--- src/status_pkg.sv ---
// shared constants for the status reporting block
package status_pkg;
	// ------------------------------------------------------------
	// widths
	// ------------------------------------------------------------
	localparam int NARROW_W = 8;
	localparam int WIDE_W   = 16;
	localparam int WIDE_MSB = 15;

	// ------------------------------------------------------------
	// status byte bit positions
	// ------------------------------------------------------------
	localparam int STB_QUES = 3;
	localparam int STB_MAV  = 4;
	localparam int STB_ESB  = 5;
	localparam int STB_RQS  = 6;
	localparam int STB_OPER = 7;

	// ------------------------------------------------------------
	// reset values
	// ------------------------------------------------------------
	localparam logic [7:0]  RST_NARROW = 8'h00;
	localparam logic [15:0] RST_WIDE   = 16'h0000;

	// service request state, gray coded
	typedef enum logic [1:0] {
		SRQ_IDLE    = 2'b00,
		SRQ_PENDING = 2'b01
	} srq_state_t;
endpackage

--- src/status_set.sv ---
// one register set: condition, event latch and enable with summary
`timescale 1ns/100ps
module status_set #(
	parameter int W = 16,
	parameter bit TOP_ZERO = 1'b1
) (
	input  wire logic         i_clk,
	input  wire logic         i_arst_n,
	input  wire logic [W-1:0] i_cond,
	input  wire logic         i_evt_rd,
	input  wire logic         i_clear,
	input  wire logic         i_en_wr,
	input  wire logic [W-1:0] i_en_data,
	output logic      [W-1:0] o_cond,
	output logic      [W-1:0] o_event,
	output logic      [W-1:0] o_enable,
	output logic              o_summary
);
	typedef struct packed {
		logic [W-1:0] prev;
		logic [W-1:0] cond;
		logic [W-1:0] evt;
		logic [W-1:0] en;
		logic         sum;
	} set_t;

	set_t st;
	set_t next_st;
	logic [W-1:0] mask;

	// top bit of wide sets never reports
	assign mask = TOP_ZERO ? {1'b0, {(W-1){1'b1}}} : {W{1'b1}};

	// ------------------------------------------------------------
	// next state
	// ------------------------------------------------------------
	always_comb begin
		logic [W-1:0] change;
		logic [W-1:0] evt_n;
		change = (i_cond ^ st.prev) & mask;
		evt_n = st.evt;
		next_st = st;
		next_st.prev = i_cond & mask;
		next_st.cond = i_cond & mask;
		if (i_evt_rd || i_clear) begin
			evt_n = '0;
		end
		// a change in the clearing cycle still lands
		evt_n = evt_n | change;
		next_st.evt = evt_n;
		if (i_en_wr) begin
			next_st.en = i_en_data & mask;
		end
		next_st.sum = |(evt_n & next_st.en);
	end

	// event and enable state clears on reset
	always_ff @(posedge i_clk or negedge i_arst_n) begin
		if (!i_arst_n) begin
			st <= '0;
		end else begin
			st <= next_st;
		end
	end

	assign o_cond    = st.cond;
	assign o_event   = st.evt;
	assign o_enable  = st.en;
	assign o_summary = st.sum;
endmodule

--- src/srq_engine.sv ---
// service request generation from status byte summaries
`timescale 1ns/100ps
module srq_engine (
	input  wire logic       i_clk,
	input  wire logic       i_arst_n,
	input  wire logic [7:0] i_summary,
	input  wire logic [7:0] i_srq_en,
	input  wire logic       i_poll,
	output logic            o_rqs
);
	typedef struct packed {
		logic [7:0]             prev;
		status_pkg::srq_state_t state;
	} srq_t;

	srq_t st;
	srq_t next_st;

	// ------------------------------------------------------------
	// start on enabled rising summary when not already pending
	// ------------------------------------------------------------
	always_comb begin
		logic rise;
		rise = |(i_summary & ~st.prev & i_srq_en);
		next_st = st;
		next_st.prev = i_summary;
		case (st.state)
			status_pkg::SRQ_IDLE: begin
				if (rise) begin
					next_st.state = status_pkg::SRQ_PENDING;
				end
			end
			status_pkg::SRQ_PENDING: begin
				// serial poll ends pending; new rises ignored meanwhile
				if (i_poll) begin
					next_st.state = status_pkg::SRQ_IDLE;
				end
			end
			default: next_st.state = status_pkg::SRQ_IDLE;
		endcase
	end

	always_ff @(posedge i_clk or negedge i_arst_n) begin
		if (!i_arst_n) begin
			st <= '0;
		end else begin
			st <= next_st;
		end
	end

	assign o_rqs = (st.state == status_pkg::SRQ_PENDING);
endmodule

--- src/status_reporting_srq.sv ---
// top of the status reporting and service request block
`timescale 1ns/100ps

// How it works
// - status byte and standard event 8 bits; others 16, bit 15 zero
// - condition bits follow their inputs one cycle later, no latching
// - condition registers cannot be written
// - a condition change sets its event bit, sticky until cleared
// - reading an event register returns it then clears it
// - clear-status clears all event registers together
// - event registers cannot be written; only condition changes, set pulses and clearing change them
// - summary is OR of event AND enable bits
// - enable registers read back the last written value
// - request starts on enabled summary rise with none pending
// - request pending until serial poll reads the status byte
// - starting a request drives SRQ and sets request-service bit
// - serial poll clears request-service bit only
// - bit 6 is request-service on poll, master summary on query
// - status byte bits 3,4,5,7: questionable, message, event, operational
// - service-request enable bit 6 always reads zero
// - clear-status leaves enable registers alone
module status_reporting_srq (
	input  wire logic        i_clk,
	input  wire logic        i_arst_n,
	input  wire logic [15:0] i_ques_cond,
	input  wire logic [15:0] i_oper_cond,
	input  wire logic [7:0]  i_std_event_set,
	input  wire logic        i_msg_avail,
	input  wire logic        i_clear_status,
	input  wire logic        i_ques_evt_rd,
	input  wire logic        i_oper_evt_rd,
	input  wire logic        i_std_evt_rd,
	input  wire logic        i_ques_en_wr,
	input  wire logic [15:0] i_ques_en_data,
	input  wire logic        i_oper_en_wr,
	input  wire logic [15:0] i_oper_en_data,
	input  wire logic        i_std_en_wr,
	input  wire logic [7:0]  i_std_en_data,
	input  wire logic        i_srq_en_wr,
	input  wire logic [7:0]  i_srq_en_data,
	input  wire logic        i_serial_poll,
	output logic      [15:0] o_ques_cond,
	output logic      [15:0] o_ques_event,
	output logic      [15:0] o_ques_enable,
	output logic      [15:0] o_oper_cond,
	output logic      [15:0] o_oper_event,
	output logic      [15:0] o_oper_enable,
	output logic      [7:0]  o_std_event,
	output logic      [7:0]  o_std_enable,
	output logic      [7:0]  o_srq_enable,
	output logic      [7:0]  o_stb_query,
	output logic      [7:0]  o_stb_poll,
	output logic             o_srq
);
	// ------------------------------------------------------------
	// state
	// ------------------------------------------------------------
	typedef struct packed {
		logic [7:0] std_evt;
		logic [7:0] std_en;
		logic [7:0] srq_en;
		logic [7:0] stb_q;
		logic [7:0] stb_p;
		logic       srq;
	} top_t;

	top_t st;
	top_t next_st;

	logic        ques_sum;
	logic        oper_sum;
	logic        std_sum;
	logic [7:0]  summary;
	logic        rqs;

	// ------------------------------------------------------------
	// wide register sets
	// ------------------------------------------------------------
	status_set #(
		.W        (status_pkg::WIDE_W),
		.TOP_ZERO (1'b1)
	) u_ques (
		.i_clk     (i_clk),
		.i_arst_n  (i_arst_n),
		.i_cond    (i_ques_cond),
		.i_evt_rd  (i_ques_evt_rd),
		.i_clear   (i_clear_status),
		.i_en_wr   (i_ques_en_wr),
		.i_en_data (i_ques_en_data),
		.o_cond    (o_ques_cond),
		.o_event   (o_ques_event),
		.o_enable  (o_ques_enable),
		.o_summary (ques_sum)
	);

	status_set #(
		.W        (status_pkg::WIDE_W),
		.TOP_ZERO (1'b1)
	) u_oper (
		.i_clk     (i_clk),
		.i_arst_n  (i_arst_n),
		.i_cond    (i_oper_cond),
		.i_evt_rd  (i_oper_evt_rd),
		.i_clear   (i_clear_status),
		.i_en_wr   (i_oper_en_wr),
		.i_en_data (i_oper_en_data),
		.o_cond    (o_oper_cond),
		.o_event   (o_oper_event),
		.o_enable  (o_oper_enable),
		.o_summary (oper_sum)
	);

	// ------------------------------------------------------------
	// status byte summaries and service request
	// ------------------------------------------------------------
	// the standard set has no condition stage, so its summary is
	// taken from registered state and changes in the same cycle as the event register
	assign std_sum = |(st.std_evt & st.std_en);

	always_comb begin
		summary = 8'h00;
		summary[status_pkg::STB_QUES] = ques_sum;
		summary[status_pkg::STB_MAV]  = i_msg_avail;
		summary[status_pkg::STB_ESB]  = std_sum;
		summary[status_pkg::STB_OPER] = oper_sum;
	end

	srq_engine u_srq (
		.i_clk     (i_clk),
		.i_arst_n  (i_arst_n),
		.i_summary (summary),
		.i_srq_en  (st.srq_en),
		.i_poll    (i_serial_poll),
		.o_rqs     (rqs)
	);

	// ------------------------------------------------------------
	// next state
	// ------------------------------------------------------------
	always_comb begin
		logic [7:0] sb;
		sb = summary;
		next_st = st;
		// standard event: set pulses win over any clear
		if (i_std_evt_rd || i_clear_status) begin
			next_st.std_evt = 8'h00;
		end
		next_st.std_evt = next_st.std_evt | i_std_event_set;
		if (i_std_en_wr) begin
			next_st.std_en = i_std_en_data;
		end
		if (i_srq_en_wr) begin
			next_st.srq_en = i_srq_en_data;
		end
		next_st.srq_en[status_pkg::STB_RQS] = 1'b0;
		// master summary for the query view
		sb[status_pkg::STB_RQS] = |(summary & next_st.srq_en);
		next_st.stb_q = sb;
		// poll view carries request-service instead
		sb[status_pkg::STB_RQS] = rqs;
		next_st.stb_p = sb;
		next_st.srq = rqs;
	end

	always_ff @(posedge i_clk or negedge i_arst_n) begin
		if (!i_arst_n) begin
			st <= '0;
		end else begin
			st <= next_st;
		end
	end

	// ------------------------------------------------------------
	// outputs
	// ------------------------------------------------------------
	assign o_std_event  = st.std_evt;
	assign o_std_enable = st.std_en;
	assign o_srq_enable = st.srq_en;
	assign o_stb_query  = st.stb_q;
	assign o_stb_poll   = st.stb_p;
	assign o_srq        = st.srq;
endmodule

--- config.mk ---
export PLATFORM = sky130hd
export DESIGN_NAME = status_reporting_srq
export DESIGN_NICKNAME = d
export VERILOG_FILES = /design/src/status_pkg.sv /design/src/status_set.sv /design/src/srq_engine.sv /design/src/status_reporting_srq.sv
export SDC_FILE = /design/constraint.sdc
export NUM_CORES = 1
export LEC_CHECK = 0
export BUFFER_PORTS_ARGS = -buffer_cell sky130_fd_sc_hd__buf_2
export CORE_MARGIN = 2
export CORE_UTILIZATION = 46
export CTS_CLUSTER_SIZE = 12
export DETAILED_ROUTE_END_ITERATION = 8
export GPL_ROUTABILITY_DRIVEN = 0
export PLACE_DENSITY = 0.77
export SYNTH_ARGS = -nofsm -noshare
export SYNTH_HDL_FRONTEND = slang
export SYNTH_SLANG_ARGS = --single-unit
--- constraint.sdc ---
create_clock -name i_clk -period 1.6 [get_ports i_clk]
set_clock_uncertainty 0.1 [all_clocks]
set_input_delay 0.24 -clock i_clk [delete_from_list [all_inputs] [get_ports i_clk]]
set_output_delay 0.24 -clock i_clk [all_outputs]
set_load 0.01 [all_outputs]
==> results.md, run 1 <==
- Pwr/cell area: 1110 nW/µm²
- Via count: about 4000
- Number of flip-flops and latches in the synthesized netlist: 126
- Total routing resource utilization after global routing: 0.253
- Synth warn: 0
- Later-pin clock latency in the skew report: 0.51 ns
- Violations in the final reports: setup timing
- Reg2reg setup slack: -0.04 ns
- Cell breakdown of the critical path: buf_2 > dlygate4sd3_1 > or3b_2 > a21boi_4 > a2111oi_4 > buf_4 > nand4_1
- Die boundary height: 107 µm
- Setup TNS after final layout: -0.0900 ns
- Outcome: finished with violations
- CP arrival: ~2 ns
- Setup repair after global routing missed its margin: yes
- Share of flip-flops with an asynchronous set or reset: 1.00
- Post-layout net count: 786
- Clock tree from TritonCTS: built
- Antenna Nets Post-Route: 0
- Maximum number of buffers from clock root to sink: 2
- Count of different cell masters after synthesis: 28
- Mean instance size in the synthesized netlist: between 10 and 15 µm²
- Worst endpoint required time: 1.94 ns
- Max incr delay on CP: 0.63 ns
- Fin cells: 836
- Number of iterations in the first detailed-routing pass: 4
- Largest driver fanout on the critical path: 4
- Worst slack at placement: -0.382 ns
- DP HPWL: 9.21 mm
- Final count of pins violating max slew: 0
- Min-delay worst type: in -> reg
- Routed wire per std cell: approximately 17 µm
- Synth-to-Final Area Change: 59.4%
- Drt first-iter violations: 130
- Most area-consuming cells after synthesis: dfrtp_1 (64%), mux2_2 (9.8%), or3b_2 (3.9%), xnor2_1 (3.9%), a21boi_0 (3.0%)
- MaxCap Viol Count: 0
- Worst-path cell with the longest stage delay: dlygate4sd3_1
- Buffers added on ports: ~220
- Clock Tree Root: clkbuf_8
- Maximum operating frequency: 0.606 GHz
- Antenna violations before repair: 1
- CP bufs+invs: 3
- Total global routing overflow: 0
- Post-route clock period utilization: 1.03
- Vias in the first global route: roughly 4400
- Average via count per standard cell: 4.90
- Top cell type's share of synthesized area: 0.640
- Top_reg_cell synth: dfrtp_1
- Starting Density: 0.475
- Startpoint types: primary input
- Number of flops mapped to enable cells by yosys: 0
- Die boundary width: ~110 µm
- Setup ws final: -0.0509 ns
- Largest voltage drop on the vdd net: 633 µV
- Largest area contributor in the netlist: dfrtp_1
- Top Ports: between 200 and 250
- Class of the most critical setup path: in -> reg
- Number of placed instances, taps included: 712
- Proportion of layout cells with a drive suffix above 1: 0.519
- Post-layout min period: 1.65 ns
- Placement Rows: 37
- Cell area after synthesis: 4930 µm²
- Post-Syn Instances: 343
- Total power: between 8 and 9 mW
- Clock-pin slew on the worst setup and hold paths: approximately 0.060 ns
- Overall die area: approximately 12000 µm²
- Total setup violations reported at the end of the flow: 3
- Core footprint: 10400 µm²
- Pin count of the biggest net entering global routing: 80
- First-pass GRT wire length: 22.2 mm
- Number of design rule violations left after detail routing: 0
- Number of buffers created by CTS: 17
- Kind of cell adding the most delay to the critical path: buffers and inverters
- Leak Pwr: 3.80 nW
- Post-synthesis sequential area ratio: 0.640
- Clk sink count: 126
- H-tree depth: 4
- Routed WL: 14.5 mm
- Smallest hold slack: around 0.032 ns
- Hold Vio Cnt, Final: 0
- Category of the worst setup path capture point: flop
-- report_power, final --
| part | total, mW | internal, mW | switching, mW |
|---|---|---|---|
| sequential | 3.66 | 3.48 | 0.181 |
| combinational | 1.57 | 0.823 | 0.751 |
| clock | 3.50 | 2.17 | 1.33 |
-- metal layers --
layer,track usage,share of wire
met1,0.285,0.38
met2,0.445,0.53
met5,0,0
met3,0.0551,0.060
met4,0.136,0.035
-- registers in the layout, summed over array words and instances, names as in the netlist --
name,count
o_std_event,8
u_oper.o_cond,15
u_oper.o_event,16
o_stb_query,1
o_std_enable,8
u_ques.o_cond,15
u_oper.o_enable,16
u_ques.o_summary,1
u_ques.o_event,16
o_stb_poll,5
u_srq.st,1
o_srq_enable,7
u_ques.o_enable,16
u_oper.o_summary,1
-- worst reg2reg max path, delay by kind of cell, from the launching register on --
| family | cells | cell delay, ns |
|---|---|---|
| flip-flops | 1 | 0.38 |
| AND/OR/NAND/NOR | 1 | 0.09 |
| AO/OA/AOI/OAI | 2 | 0.48 |
| buffers and inverters | 1 | 0.16 |
| multiplexers | 1 | 0.28 |
-- cell usage after synthesis (all sizes together) (3+ instances only) --
library cell / count
a22oi: 5
a21o: 16
xor2: 8
or3b: 22
nand2: 27
nor2: 4
a2111oi: 8
mux2: 45
nand4: 3
dfrtp: 126
buf: 20
a21boi: 22
xnor2: 22
clkbuf: 4
-- placed cells by master, fill, tap and decap left out, types with 8 or more instances in the layout --
master | Yosys | routed
nand2_1 | 27 | 27
or3b_2 | 22 | 22
conb_1 | 1 | 9
buf_4 | 15 | 28
buf_2 | 1 | 221
a21boi_1 | 2 | 11
xor2_1 | 8 | 8
a21boi_0 | 20 | 8
a21o_1 | 16 | 16
xnor2_1 | 22 | 20
mux2_2 | 43 | 40
dfrtp_1 | 126 | 126
clkbuf_16 | 0 | 16
dlygate4sd3_1 | 0 | 89
-- stage by stage --
stage                util  cell area, µm²
floorplan               -            4960
global placement    0.606            6280
detailed placement  0.606            6280
CTS                 0.748            7760
global route        0.757            7850
finish              0.757            7850
-- cell type report --
class / count / area (µm²)
Multi-Input combinational cell: 201 / 1730
Antenna cell: 1 / 2.50
Timing Repair Buffer: 340 / 2250
Clock buffer: 22 / 463
Clock inverter: 10 / 88.8
Tap cell: 136 / 170
Fill cell: 636 / 2520
Sequential cell: 126 / 3150
-- cell families (layout without fill, tap and decap cells) --
family	after synthesis	after routing	share of synthesized area
AOI/OAI and AO/OA	53	53	0.0856
buffers and inverters	24	372	0.0376
other	1	10	0.000761
xor gates and xnor gates	30	30	0.0533
and+or+nand+nor	64	64	0.0782
DFF	126	126	0.640
muxes	45	45	0.104
-- worst paths after layout --
check | start | to | cells past startpoint
worst min-delay path | i_std_en_wr | o_std_enable[0]$_DFFE_PN0P_ | 2
worst min register to register | u_srq.st[0]$_DFFE_PN0P_ | o_stb_poll[6]$_DFF_PN0_ | 0
max in group asynchronous | i_arst_n | u_ques.o_summary$_DFF_PN0_ | 3
worst max-delay path | i_ques_evt_rd | u_ques.o_summary$_DFF_PN0_ | 7
min in group asynchronous | i_arst_n | u_ques.o_cond[4]$_DFF_PN0_ | 3
worst max register to register | u_ques.o_enable[2]$_DFF_PN0_ | u_ques.o_summary$_DFF_PN0_ | 5
-- what timing repair did --
item,in CTS,in global routing
endpoints found under the hold margin,236,0
hold buffers,89,0
cloned,0,0
endpoints found under the setup margin,2,2
resized for setup,11,24
pin swaps,3,3
setup buffers,1,2
No activity file was read; power rests on OpenSTA's default activity.
==> inputs of run 2 (changes only) <==
--- a/config.mk
+++ b/config.mk
@@ -11,7 +11,7 @@
 export CTS_CLUSTER_SIZE = 12
 export DETAILED_ROUTE_END_ITERATION = 8
 export GPL_ROUTABILITY_DRIVEN = 0
-export PLACE_DENSITY = 0.77
+export PLACE_DENSITY = 0.8
 export SYNTH_ARGS = -nofsm -noshare
 export SYNTH_HDL_FRONTEND = slang
 export SYNTH_SLANG_ARGS = --single-unit
==> results.md, run 2 (synthesis results as in run 1) <==
- Post-layout net count: 784 (was 786)
- Starting Density: 0.475 (unchanged)
- Die boundary height: 107 µm (unchanged)
- Core footprint: 10400 µm² (unchanged)
- Maximum number of buffers from clock root to sink: 2 (unchanged)
- Worst endpoint required time: 1.93 ns (was 1.94 ns)
- Placement Rows: 37 (unchanged)
- Category of the worst setup path capture point: flop (unchanged)
- Reg2reg setup slack: -0.06 ns (was -0.04 ns)
- Clock Tree Root: clkbuf_8 (unchanged)
- Via count: 4148 (was 4096)
- Clock tree from TritonCTS: built (unchanged)
- Total routing resource utilization after global routing: 0.252 (was 0.253)
- Vias in the first global route: 4512 (was 4419)
- Routed wire per std cell: 17.6 µm (was 17.4 µm)
- Final count of pins violating max slew: 0 (unchanged)
- Maximum operating frequency: 0.592 GHz (was 0.606 GHz)
- Antenna violations before repair: 0 (was 1)
- Number of design rule violations left after detail routing: 0 (unchanged)
- Number of placed instances, taps included: 711 (was 712)
- Cell depth of the worst setup path: 7 (unchanged)
- Cell breakdown of the critical path: buf_2 > dlygate4sd3_1 > or3b_2 > a21boi_1 > a2111oi_4 > buf_4 > nand4_1 (was buf_2 > dlygate4sd3_1 > or3b_2 > a21boi_4 > a2111oi_4 > buf_4 > nand4_1)
- Setup repair after global routing missed its margin: yes (unchanged)
- Proportion of layout cells with a drive suffix above 1: 0.512 (was 0.519)
- Diode insertion count for antenna repair: 0 (was 1)
- Sw Pwr: 2.22 mW (was 2.27 mW)
- CP bufs+invs: 3 (unchanged)
- Synth-to-Final Area Change: 60.0% (was 59.4%)
- Reg-to-Reg End: u_ques.o_summary$_DFF_PN0_ (unchanged)
- Startpoint types: primary input (unchanged)
- Average via count per standard cell: 4.98 (was 4.90)
- Comb pwr share: 0.173 (was 0.180)
- Total setup violations reported at the end of the flow: 2 (was 3)
- Violations in the final reports: setup timing (unchanged)
- Top Ports: 237 (unchanged)
- CP arrival: 2.02 ns (was 1.99 ns)
- Die boundary width: 107 µm (unchanged)
- Sequential power share: 0.405 (was 0.419)
- H-tree depth: 4 (unchanged)
- Total global routing overflow: 0 (unchanged)
- DP HPWL: 9.43 mm (was 9.21 mm)
- Largest driver fanout on the critical path: 5 (was 4)
- Min-delay worst type: in -> reg (unchanged)
- Kind of cell adding the most delay to the critical path: buffers and inverters (unchanged)
- Commonest non-fill, non-tap cells in the layout: buf_2 (220), dfrtp_1 (126), dlygate4sd3_1 (89), mux2_2 (41), nand2_1 (27) (was buf_2 (221), dfrtp_1 (126), dlygate4sd3_1 (89), mux2_2 (40), buf_4 (28))
- Filler Cell Count: 624 (was 636)
- Drt first-iter violations: 121 (was 130)
- Start point of the worst hold path: i_ques_evt_rd (was i_std_en_wr)
- Post-layout min period: 1.69 ns (was 1.65 ns)
- Class of the most critical setup path: in -> reg (unchanged)
- Number of cells on the worst hold path: 3 (was 2)
- Routed WL: 14.6 mm (was 14.5 mm)
- Overall die area: 11600 µm² (unchanged)
- Setup ws final: -0.0897 ns (was -0.0509 ns)
- Leak Pwr: 3.82 nW (was 3.80 nW)
- First-pass GRT wire length: 22.1 mm (was 22.2 mm)
- Max incr delay on CP: 0.59 ns (was 0.63 ns)
- Outcome: finished with violations (unchanged)
- Launch point of the worst reg-to-reg path: u_ques.o_enable[2]$_DFF_PN0_ (unchanged)
- Endpoint of the worst hold path: u_ques.o_event[8]$_DFF_PN0_ (was o_std_enable[0]$_DFFE_PN0P_)
- Pwr/cell area: 1150 nW/µm² (was 1110 nW/µm²)
- Pin count of the biggest net entering global routing: 88 (was 80)
- Internal power contribution: 6.82 mW (was 6.47 mW)
- Switching share of power: 0.245 (was 0.259)
- Hold Vio Cnt, Final: 0 (unchanged)
- Number of iterations in the first detailed-routing pass: 4 (unchanged)
- Largest voltage drop on the vdd net: 736 µV (was 633 µV)
- Number of buffers created by CTS: 17 (unchanged)
- Worst-path cell with the longest stage delay: dlygate4sd3_1 (unchanged)
- Clk sink count: 126 (unchanged)
- Post-route clock period utilization: 1.06 (was 1.03)
- Antenna Nets Post-Route: 0 (unchanged)
- MaxCap Viol Count: 0 (unchanged)
- Worst slack at placement: -0.337 ns (was -0.382 ns)
- Clock-pin slew on the worst setup and hold paths: 0.06 ns (about the same)
- Length in cells of the worst reg-to-reg path: 5 (unchanged)
- Leading cell type in the layout, fill and taps excluded: buf_2 (unchanged)
- Later-pin clock latency in the skew report: 0.51 ns (about the same)
- Fin cells: 833 (was 836)
- Buffers added on ports: 222 (unchanged)
- Clock network fraction of design power: 0.422 (was 0.401)
[run 2: cell types whose count changed in the layout (fill, tap and decap cells not counted), moves of 2 or more]
cell        previous run  this run
a21boi_1              11         4
a2111oi_2              6         4
a2111oi_1              0         2
clkbuf_1               2         5
bufinv_16              1         3
clkinvlp_4             4         0
a21boi_0               8        15
buf_4                 28        26
[run 2: final cells by class]
type / count / area [µm²] / area share
Timing Repair Buffer: 338 / 2240 / 0.284
Clock inverter: 6 / 105 / 0.0133
Clock buffer: 26 / 488 / 0.0619
Multi-Input combinational cell: 201 / 1730 / 0.219
Tap cell: 136 / 170 / 0.0216
Sequential cell: 126 / 3150 / 0.400
[run 2: tightest hold or removal path: cells and delay by family]
kind,cells,cell delay [ns]
and+or+nand+nor,2,0.20
buffers and inverters,1,0.15
[run 2: how the worst max path moves through the flow]
| stage | from | to | slack (ns) |
|---|---|---|---|
| 4_1_cts | u_oper.o_enable[8]$_DFF_PN0_ | o_oper_enable[8] | -0.03 |
| 2_1_floorplan | i_oper_en_wr | u_oper.o_summary$_DFF_PN0_ | 0.04 |
| 3_3_place_gp | i_ques_en_wr | u_ques.o_summary$_DFF_PN0_ | -0.27 |
| 3_5_place_dp | i_ques_en_wr | u_ques.o_summary$_DFF_PN0_ | -0.34 |
| 6_report | i_ques_evt_rd | u_ques.o_summary$_DFF_PN0_ | -0.09 |
| 5_1_grt | u_ques.o_enable[2]$_DFF_PN0_ | u_ques.o_summary$_DFF_PN0_ | -0.12 |
[run 2: repair_timing]
item,CTS,global route
pin swaps,2,3
hold buffers,90,0
cloned,0,0
endpoints found under the setup margin,2,5
resized for setup,10,19
hold endpoints to repair,236,0
setup buffers,2,0
[run 2: power by group through the flow]
| stage | Combinational (mW) | Clock (mW) | Sequential (mW) |
|---|---|---|---|
| after detailed placement | 1.28 | 0 | 3.70 |
| after global routing | 1.68 | 4.04 | 3.69 |
| after floorplan | 0.506 | 0 | 3.82 |
| final | 1.57 | 3.82 | 3.66 |
| after global placement | 1.26 | 0 | 3.69 |
| after CTS | 1.49 | 3.87 | 3.65 |
[run 2: metrics by stage]
| stage | cell area [µm²] | TNS (ns) | utilization | hold slack [ns] | power (mW) |
|---|---|---|---|---|---|
| after CTS | 7810 | -0.0891 | 0.753 | 0.00239 | 9.02 |
| after floorplan | 4960 | 0 | - | -0.156 | 4.32 |
| after global routing | 7880 | -0.169 | 0.760 | 0.00900 | 9.41 |
| final | 7880 | -0.100 | 0.760 | 0.0245 | 9.04 |
| after global placement | 6270 | -0.516 | 0.605 | 0.217 | 4.95 |
| after detailed placement | 6270 | -0.621 | 0.605 | 0.224 | 4.98 |
[run 2: metal layers]
layer,global-route usage,share of wire,vias up
met1,0.281,0.38,2052
met4,0.118,0.030,0
met2,0.451,0.54,192
li1,-,-,1866
met3,0.0617,0.056,38
met5,0,0,-
